**config.mk**
```make
export PLATFORM = sky130hd
export DESIGN_NAME = ccs_top
export DESIGN_NICKNAME = d
export VERILOG_FILES = /design/src/rtl/ccs_pkg.sv /design/src/rtl/ccs_top.sv
export VERILOG_INCLUDE_DIRS = /design/src /design/src/rtl
export SDC_FILE = /design/constraint.sdc
export NUM_CORES = 1
export LEC_CHECK = 0
export BUFFER_PORTS_ARGS = -buffer_cell sky130_fd_sc_hd__buf_2
export CAP_MARGIN = 20
export CORE_ASPECT_RATIO = 0.9
export CORE_UTILIZATION = 55
export DETAILED_ROUTE_END_ITERATION = 7
export PLACE_DENSITY_LB_ADDON = 0.1
export SLEW_MARGIN = 20
export SYNTH_ARGS = -nofsm -noshare
export SYNTH_HDL_FRONTEND = slang
export SYNTH_SLANG_ARGS = --single-unit
```
**constraint.sdc**
```tcl
create_clock -name clk -period 7.17 [get_ports clk]
set_input_delay 0.717 -clock clk [delete_from_list [all_inputs] [get_ports clk]]
set_output_delay 0.717 -clock clk [all_outputs]
set_load 0.05 [all_outputs]
```
**src/rtl/ccs_defs.svh**
```systemverilog
// timing counts, codes and reset values for the conversion clock select block
`ifndef CCS_DEFS_SVH
`define CCS_DEFS_SVH
`define CCS_CLK_MHZ      50
`define CCS_CONV60_US    66600
`define CCS_CONV50_US    80000
`define CCS_CONV_TICKS   10278
`define CCS_DET_WIN_US   400
`define CCS_DET_EDGES    3'h2
`define CCS_SCK_HALF     2'h3
`define CCS_OVER_WORD    32'h3000_0000
`define CCS_UNDER_WORD   32'h0FFF_FFFF
`define CCS_WORD_RST     32'h0000_0000
`define CCS_SIGN_BIT     29
`define CCS_MAG_MSB      28
`endif

```
**src/rtl/ccs_pkg.sv**
```systemverilog
// types shared by the conversion clock select block
package ccs_pkg;
    typedef enum logic [1:0] {
        CCS_SLEEP = 2'b01,
        CCS_CONV  = 2'b10
    } ccs_state_t;
endpackage

```
**src/rtl/ccs_top.sv**
```systemverilog
// conversion clock source select, conversion sequencer and output word coding
`timescale 1ns/1ps
`include "ccs_defs.svh"

module ccs_top #(
    parameter logic [13:0] CONV_TICKS  = 14'(`CCS_CONV_TICKS),                 // ticks per conversion
    parameter logic [14:0] DET_WIN_CYC = 15'(`CCS_DET_WIN_US * `CCS_CLK_MHZ)    // detect window
) (
    input  wire logic                 clk,                        // 50 MHz system clock
    input  wire logic                 rst,                        // async reset, active high
    input  wire logic                 rejection_select_clock_pin, // level select or ext clock
    input  wire logic                 start_conv,                 // pulse: begin a conversion
    input  wire logic                 result_valid,               // pulse: modulator result ready
    input  wire logic                 result_over,                // result above full scale
    input  wire logic                 result_under,               // result below full scale
    input  wire logic signed [28:0]   result_value,               // in-range two's-complement value
    input  wire logic                 sck_run,                    // internal serial clock wanted
    output logic                      ext_clk_mode,               // external conversion clock in use
    output logic                      notch_50hz,                 // 50Hz timing latched
    output logic                      eoc_bit,                    // high while converting
    output logic                      conv_done,                  // pulse: conversion finished
    output logic                      conv_tick,                  // pulse: one conversion clock
    output logic                      sck_int,                    // internal serial clock
    output logic [31:0]               out_word,                   // coded 32-bit output word
    output ccs_pkg::ccs_state_t       conv_state                  // sleep or convert
);
    import ccs_pkg::*;

    // internal oscillator tick periods, rounded up so 60Hz timing lands on 66.6ms;
    // rounding down would cut the 60Hz conversion to 66.4ms
    localparam logic [8:0] OSC60_LIM = 9'((`CCS_CONV60_US * `CCS_CLK_MHZ + `CCS_CONV_TICKS - 1)
        / `CCS_CONV_TICKS - 1);
    localparam logic [8:0] OSC50_LIM = 9'((`CCS_CONV50_US * `CCS_CLK_MHZ + `CCS_CONV_TICKS - 1)
        / `CCS_CONV_TICKS - 1);

    typedef struct packed {
        logic        s1;        // synchroniser first stage
        logic        s2;        // synchroniser second stage
        logic        s3;        // previous synced level for edges
        logic [14:0] win_cnt;   // detection window counter
        logic [2:0]  edge_cnt;  // edges seen in this window
        logic        ext;       // external clock detected
        logic [8:0]  osc_cnt;   // internal oscillator divider
        logic        tick;      // conversion clock tick
        ccs_state_t  state;     // sequencer state
        logic [13:0] conv_cnt;  // ticks into the conversion
        logic        notch50;   // latched rejection selection
        logic        eoc;       // end-of-conversion bit
        logic        done;      // conversion finished pulse
        logic [1:0]  sck_div;   // ticks since last sck toggle
        logic        sck;       // internal serial clock
        logic [31:0] word;      // coded result
    } ccs_state_s_t;

    ccs_state_s_t r;
    ccs_state_s_t n;

    logic pin_edge;
    logic pin_rise;
    logic win_end;

    // edges are taken only from the second stage onward
    assign pin_edge = r.s2 ^ r.s3;
    assign pin_rise = r.s2 & ~r.s3;
    assign win_end  = (r.win_cnt == DET_WIN_CYC - 15'h0001);

    always_comb begin
        n      = r;
        n.tick = 1'b0;
        n.done = 1'b0;
        // pin synchroniser
        n.s1 = rejection_select_clock_pin;
        n.s2 = r.s1;
        n.s3 = r.s2;

        // clock detection: 2560Hz gives at least two edges in a 400us window
        if (win_end) begin
            n.win_cnt  = 15'h0000;
            n.edge_cnt = 3'h0;
            n.ext      = (r.edge_cnt >= `CCS_DET_EDGES);
        end else begin
            n.win_cnt = r.win_cnt + 15'h0001;
            if (pin_edge && (r.edge_cnt != 3'h7)) begin
                n.edge_cnt = r.edge_cnt + 3'h1;
            end
        end

        // conversion clock source; a switch mid-conversion only skews that conversion
        if (r.ext) begin
            n.osc_cnt = 9'h000; // internal oscillator held off
            n.tick    = pin_rise; // one tick per external period
        end else if (r.osc_cnt >= (r.notch50 ? OSC50_LIM : OSC60_LIM)) begin
            n.osc_cnt = 9'h000;
            n.tick    = 1'b1;
        end else begin
            n.osc_cnt = r.osc_cnt + 9'h001;
        end

        // sequencer; selection is latched only at start, so sleep changes are harmless
        case (r.state)
            CCS_SLEEP: begin
                if (start_conv) begin
                    n.state    = CCS_CONV;
                    n.conv_cnt = 14'h0000;
                    n.eoc      = 1'b1;
                    if (!r.ext) begin
                        n.notch50 = r.s2;
                    end
                end
            end
            CCS_CONV: begin
                // a level change now is ignored until next start
                if (r.tick) begin
                    if (r.conv_cnt == CONV_TICKS - 14'h0001) begin
                        n.state = CCS_SLEEP;
                        n.eoc   = 1'b0;
                        n.done  = 1'b1;
                    end else begin
                        n.conv_cnt = r.conv_cnt + 14'h0001;
                    end
                end
            end
            default: begin
                n.state = CCS_SLEEP;
                n.eoc   = 1'b0;
            end
        endcase

        // serial clock from conversion ticks; a source change only stretches or shortens half periods
        if (!sck_run) begin
            n.sck_div = 2'h0;
            n.sck     = 1'b0;
        end else if (r.tick) begin
            if (r.sck_div == `CCS_SCK_HALF) begin
                n.sck_div = 2'h0;
                n.sck     = ~r.sck;
            end else begin
                n.sck_div = r.sck_div + 2'h1;
            end
        end

        // output word coding; bit 31 is zero since a result means conversion done
        if (result_valid) begin
            if (result_over) begin
                n.word = `CCS_OVER_WORD;
            end else if (result_under) begin
                n.word = `CCS_UNDER_WORD;
            end else begin
                n.word = {1'b0, 1'b0, ~result_value[`CCS_MAG_MSB], result_value};
            end
        end
    end

    // state register; every field resets to a constant
    always_ff @(posedge clk or posedge rst) begin
        if (rst) begin
            r.s1       <= 1'b0;
            r.s2       <= 1'b0;
            r.s3       <= 1'b0;
            r.win_cnt  <= 15'h0000;
            r.edge_cnt <= 3'h0;
            r.ext      <= 1'b0;
            r.osc_cnt  <= 9'h000;
            r.tick     <= 1'b0;
            r.state    <= CCS_SLEEP;
            r.conv_cnt <= 14'h0000;
            r.notch50  <= 1'b0;
            r.eoc      <= 1'b0;
            r.done     <= 1'b0;
            r.sck_div  <= 2'h0;
            r.sck      <= 1'b0;
            r.word     <= `CCS_WORD_RST;
        end else begin
            r <= n;
        end
    end

    // outputs straight from the state register
    assign ext_clk_mode = r.ext;
    assign notch_50hz   = r.notch50;
    assign eoc_bit      = r.eoc;
    assign conv_done    = r.done;
    assign conv_tick    = r.tick;
    assign sck_int      = r.sck;
    assign out_word     = r.word;
    assign conv_state   = r.state;
endmodule

```
==> metrics.md, run 1 <==
| Metric | Value |
|---|---|
| Status | `finished, final reports clean` |
| Clk slew on worst S/H paths | `0.08 ns` |
| Clock tree buffer depth | `2` |
| Critical setup path kind | `register to register` |
| Die area | `8260 sq um` |
| Yosys warnings | `0` |
| Skew final | `a little under 0.008 ns` |
| Worst-path cell chain | `nor4b_1 > and4_1 > a21oi_2 > mux2_2` |
| CTS tree | `built` |
| Root buf cell | `clkbuf_8` |
| Area of the core | `7580 sq um` |
| Crit path buf inv count | `0` |
| H-tree Lvls | `3` |
| Pin count of the biggest net entering global routing | `84` |
| Required time worst endpoint | `~7.4 ns` |
| Gpl congestion | `between 0.8 and 0.9` |
| Nets | `roughly 520` |
| Power per cell area | `roughly 260 nW/um^2` |
| Fin area | `4710 sq um` |
| Syn Area/Cell | `10.0 sq um` |
| Global-route wire length before repair | `~14000 microns` |
| DRT Pass-1 Iters | `4` |
| Setup crit start kind | `register` |
| Final WL | `between 8000 and 9000 microns` |
| Setup-failing EPs final | `0` |
| CP Max Fanout | `15` |
| LEAKAGE | `between 2 and 2.5 nW` |
| Hold WS | `0.363 ns` |
| Relative slew slack | `about 45%` |
| RSZ-0062 raised after global routing | `no` |
| Crit. Startpoint | `r[46]` |
| HP Class | `register to register` |
| CTS buffer count | `9` |
| Area of the multi-input gates | `about 1900 sq um` |
| # Max-Cap Violations | `0` |
| Post-cts sizing count | `0` |
| Cell Area, Synth | `roughly 4300 sq um` |
| Iteration-0 DRC Markers | `between 100 and 150` |
| Die Y | `~86 microns` |
| Worst-Skew Late Latency | `around 0.34 ns` |
| CP max stage cell | `and4_1` |
| Post-synth top flop | `dfrtp_1` |
| Netlist cell types | `52` |
| Vias in the first global route | `just over 3000` |
| IO Count | `77` |
| Endpoint type of the worst setup path | `register` |
| Die width | `~96 microns` |
| Critical Path AT | `between 2 and 2.5 ns` |
| Register Area | `2080 sq um` |
| GRT Util Overall | `between 20% and 30%` |
| Most common cell after layout, fill and taps aside | `nor2_1` |
| Grt total ovfl | `0` |
| Drc violations | `0` |
| Worst slew pin tran | `0.821 ns` |
| Hold buffer count at CTS | `0` |
| PortBufs | `74` |
| Area grow syn2layout | `8.50%` |
| Initial antenna violation count | `0` |
| Layout cells sized above 1 | `between 20 and 30%` |
| Final hold violations | `0` |
| Vias per inst | `about 5.6` |
| Final Max Slew Viols | `0` |
| Clock sink count | `between 80 and 90` |
| Post-Synthesis Cells | `roughly 430` |
| Routed vias | `roughly 3200` |
| Peak Freq | `0.467 GHz` |
| EDFF count, synth | `0` |
| Post-synth ARST share | `between 90% and 100%` |
| Area after DPL | `4500 sq um` |
| Final Cycle Share | `between 20 and 30%` |
| Routed len/inst | `about 14 microns` |
| Min Tclk post-route | `about 2.1 ns` |
| ANT cells | `0` |
| Worst IR Drop VDD | `between 0.15 and 0.2 mV` |
| DRT antenna net count | `0` |
| Crit path largest cell delay | `0.63 ns` |
| Num rows | `30` |
| Worst r2r src | `r[46]` |
| Post-CTS setup repair buffer count | `0` |
| Most frequent cells in the layout | `nor2_1, dfrtp_1, buf_2` |
| Hold wc startpoint | `n[84]` |
| Total negative slack | `0 ns` |
| Filler Cell Count | `667` |
| CP delay by family, top | `simple AND/OR/NAND/NOR gates` |
| Effective utilization at floorplan | `roughly 57%` |
| Count of state elements after synthesis | `between 80 and 90` |
| Post-DP HPWL | `roughly 5500 microns` |
| Sequential-to-total area share from yosys stat | `a little under half` |
==> final cells by class <==
| cell class | instances | area share [%] |
|---|---|---|
| multi-input combinational | 285 | 39.8 |
| tap | 96 | 2.55 |
| timing repair buffer | 75 | 8.10 |
| sequential | 83 | 44.1 |
| clock inverter | 4 | 1.06 |
| inverter | 14 | 1.14 |
| clock buffer | 12 | 3.29 |
==> power breakdown <==
part,switching [mW],internal [mW],leakage (nW),total [mW]
registers,0.0368,0.512,1.06,0.548
logic,0.230,0.0946,1.07,0.325
clock network,0.160,0.180,0.0986,0.339
==> logic make-up after synthesis <==
family | Yosys count | synth area share [%]
adder cells (fa/ha/maj) | 12 | 3.46
buffers and inverters | 67 | 9.30
AND/OR/NAND/NOR | 164 | 18.5
AO/OA/AOI/OAI | 54 | 8.41
other | 1 | 0.0863
flip-flops | 83 | 47.8
XOR/XNOR | 22 | 4.44
multiplexers | 31 | 7.98
==> path summary, 6_finish.rpt <==
| check | endpoint | slack [ns] | cells past startpoint |
|---|---|---|---|
| worst max-delay path | r[39] | 5.03 | 4 |
| worst min-delay path | n[83] | 0.36 | 0 |
| worst max register to register | r[39] | 5.03 | 4 |
| worst min register to register | n[83] | 0.36 | 0 |
| max in group asynchronous | out_word[27] | 6.10 | 3 |
| min in group asynchronous | r[42] | 0.53 | 3 |
==> metal layers <==
layer	up-vias	GRT usage, %	wire length, microns
li1	1534	-	-
met2	95	35.3	3910
met3	10	5.96	408
met1	1520	28.7	3750
met4	0	4.61	57
met5	-	0	0
==> stage by stage <==
step	total power, mW	util, %	std cells	setup slack [ns]
2_1_floorplan	0.841	-	435	4.32
3_3_place_gp	0.873	59.3	553	4.96
3_5_place_dp	0.881	59.3	553	4.88
4_1_cts	1.22	62.0	569	4.86
5_1_grt	1.28	62.2	569	4.87
6_report	1.21	62.2	569	5.03
==> state kept, by name, indices dropped and copies added, names as in the netlist <==
signal and count:
r 44, ext_clk_mode 1, n 2, conv_tick 1
conv_done 1, conv_state 2, notch_50hz 1, out_word 30
sck_int 1
==> synthesized netlist by cell type (4+ instances only) <==
library cell,count,area [sq um]
ha_1,12,150
xnor2_1,10,87.6
xor2_1,12,105
or4_1,5,37.5
buf_1,4,15.0
inv_1,14,52.6
a221oi_1,4,35.0
nand3_1,11,55.1
nor2b_1,4,25.0
clkbuf_1,9,33.8
nor2_1,83,312
a21oi_1,16,80.1
a31oi_1,5,31.3
mux2_2,29,327
and4_1,4,35.0
nand2_1,16,60.1
nor3_1,5,25.0
o21ai_0,11,55.1
nand4_1,12,75.1
dfrtp_1,82,2050
nand2b_1,4,25.0
buf_4,36,270
Power figures use the tool's default switching activity.
==> run 2, diff against run 1 <==
--- a/config.mk
+++ b/config.mk
@@ -9,7 +9,7 @@
 export BUFFER_PORTS_ARGS = -buffer_cell sky130_fd_sc_hd__buf_2
 export CAP_MARGIN = 20
 export CORE_ASPECT_RATIO = 0.9
-export CORE_UTILIZATION = 55
+export CORE_UTILIZATION = 51
 export DETAILED_ROUTE_END_ITERATION = 7
 export PLACE_DENSITY_LB_ADDON = 0.1
 export SLEW_MARGIN = 20
==> constraint.sdc (replaced) <==
create_clock -name clk -period 1.95 [get_ports clk]
set_input_delay 0.195 -clock clk [delete_from_list [all_inputs] [get_ports clk]]
set_output_delay 0.195 -clock clk [all_outputs]
set_load 0.05 [all_outputs]
==> metrics.md, run 2 (synthesis gave the netlist of run 1 again) <==
| Metric | Value |
|---|---|
| Clk pwr share | `27.6% (was 28.0%)` |
| DRT Pass-1 Iters | `5 (was 4)` |
| Most frequent cells in the layout | `nor2_1, dfrtp_1, buf_2 (unchanged)` |
| Clock tree buffer depth | `2 (unchanged)` |
| Critical setup path kind | `register to register (unchanged)` |
| GRT Util Overall | `20.7% (was 21.5%)` |
| Nets | `541 (was 517)` |
| Most common cell after layout, fill and taps aside | `nor2_1 (unchanged)` |
| Worst slew pin tran | `0.670 ns (was 0.821 ns)` |
| Vias in the first global route | `3026 (was 3017)` |
| H-tree Lvls | `3 (unchanged)` |
| Power per cell area | `926 nW/um^2 (was 257 nW/um^2)` |
| Endpoint type of the worst setup path | `register (unchanged)` |
| Clock sink count | `83 (unchanged)` |
| Setup-failing EPs final | `0 (unchanged)` |
| Dpl cells | `577 (was 553)` |
| Routed vias | `3242 (was 3159)` |
| Final Max Slew Viols | `0 (unchanged)` |
| RSZ-0062 raised after global routing | `no (unchanged)` |
| Worst-Skew Late Latency | `0.35 ns (was 0.34 ns)` |
| Filler Cell Count | `719 (was 667)` |
| Drc violations | `0 (unchanged)` |
| Initial antenna violation count | `0 (unchanged)` |
| Required time worst endpoint | `2.18 ns (was 7.40 ns)` |
| Seq pwr share | `44.2% (was 45.2%)` |
| LEAKAGE | `2.34 nW (was 2.23 nW)` |
| Max FFs per register | `44 (unchanged)` |
| HP Class | `primary input to register (was register to register)` |
| Final WS setup | `0.146 ns (was 5.03 ns)` |
| Routed len/inst | `14.5 microns (was 14.3 microns)` |
| Fin area | `4920 sq um (was 4710 sq um)` |
| Dpl ws | `-0.0562 ns (was 4.88 ns)` |
| Sw frac | `35.6% (was 35.2%)` |
| Peak Freq | `0.554 GHz (was 0.467 GHz)` |
| Final Cycle Share | `92.5% (was 29.9%)` |
| Effective utilization at floorplan | `53.3% (was 57.3%)` |
| Global-route wire length before repair | `14300 microns (was 13900 microns)` |
| Logic gate share of total power | `28.2% (was 26.8%)` |
| Setup crit start kind | `register (unchanged)` |
| Post-DP HPWL | `6050 microns (was 5510 microns)` |
| IO Count | `77 (unchanged)` |
| Skew final | `0.0106 ns (was 0.00783 ns)` |
| Area of the core | `8150 sq um (was 7580 sq um)` |
| DRT antenna net count | `0 (unchanged)` |
| ANT cells | `0 (unchanged)` |
| CP Max Fanout | `5 (was 15)` |
| Pin count of the biggest net entering global routing | `35 (was 84)` |
| Layout cells sized above 1 | `30.6% (was 26.8%)` |
| R2R Setup Slk | `0.15 ns (was 5.03 ns)` |
| Final WL | `8650 microns (was 8120 microns)` |
| Total negative slack | `0 ns (unchanged)` |
| Die width | `99.3 microns (was 95.7 microns)` |
| Status | `finished, final reports clean (unchanged)` |
| Root buf cell | `clkbuf_8 (unchanged)` |
| Hold WS | `0.0739 ns (was 0.363 ns)` |
| Grt total ovfl | `0 (unchanged)` |
| Worst IR Drop VDD | `0.521 mV (was 0.167 mV)` |
| Die area | `8890 sq um (was 8260 sq um)` |
| Post-CTS setup repair buffer count | `0 (unchanged)` |
| Area grow syn2layout | `13.2% (was 8.50%)` |
| NetSw | `1.62 mW (was 0.427 mW)` |
| Final hold violations | `0 (unchanged)` |
| Critical Path AT | `2.04 ns (was 2.37 ns)` |
| Iteration-0 DRC Markers | `171 (was 144)` |
| Post-layout util | `60.4% (was 62.2%)` |
| Min Tclk post-route | `1.80 ns (was 2.14 ns)` |
| Gpl congestion | `0.844 (was 0.857)` |
| Vias per inst | `5.44 (was 5.55)` |
| Num rows | `31 (was 30)` |
| Final Non-Filler Cells | `596 (was 569)` |
| PortBufs | `74 (unchanged)` |
| Internal power | `2.93 mW (was 0.786 mW)` |
| # Max-Cap Violations | `0 (unchanged)` |
| CTS buffer count | `9 (unchanged)` |
| Clk slew on worst S/H paths | `0.08 ns (about the same)` |
| Area after DPL | `4670 sq um (was 4500 sq um)` |
| Relative slew slack | `55.3% (was 45.1%)` |
| Largest Register | `r (unchanged)` |
| Die Y | `89.6 microns (was 86.3 microns)` |
| Tot Pwr | `4.55 mW (was 1.21 mW)` |
| CTS tree | `built (unchanged)` |
-- run 2: routing by layer --
| layer | part of all wire (%) | vias up | global-route usage (%) |
|---|---|---|---|
| li1 | - | 1585 | - |
| met1 | 47 | 1549 | 27.3 |
| met2 | 46 | 99 | 34.0 |
| met3 | 5.6 | 9 | 4.69 |
| met4 | 1.4 | 0 | 7.75 |
| met5 | 0 | - | 0 |
-- run 2: worst max-delay path: stages (launching register included) --
cell      delay, ns
dfrtp_2        0.40
inv_2          0.05
ha_1           0.18
nor4_1         0.24
o21ai_1        0.14
a2111o_1       0.47
and3_1         0.19
-- run 2: power groups by stage --
stage	Clock (mW)	Sequential [mW]	Combinational (mW)
floorplan	0	2.09	1.00
global placement	0	2.04	1.25
detailed placement	0	2.05	1.27
CTS	1.30	2.01	1.27
global route	1.35	2.04	1.41
finish	1.26	2.01	1.28
-- run 2: worst paths after layout --
check                      depth (start not counted)       start            to
max                                                6  notch_50hz     conv_tick
min                                                2     sck_run       sck_int
max reg2reg                                        6  notch_50hz     conv_tick
min reg2reg                                        0       n[84]         n[83]
max in group asynchronous                          4         rst  out_word[17]
min in group asynchronous                          3         rst       sck_int
-- run 2: repair_timing --
item                                    in CTS  in global routing
cloned                                       0                  1
pin swaps                                    0                  1
gates resized for setup                      1                  4
endpoints found under the setup margin       9                 19
endpoints found under the hold margin       27                  0
hold buffers                                 2                  0
-- run 2: cell type report --
class,instances,area [sq um],area share [%]
Clock buffer,11,141,2.88
Tap cell,99,124,2.52
Sequential cell,83,2080,42.3
Multi-Input combinational cell,286,1890,38.3
Inverter,14,56.3,1.15
Timing Repair Buffer,98,568,11.6
Clock inverter,5,62.6,1.27
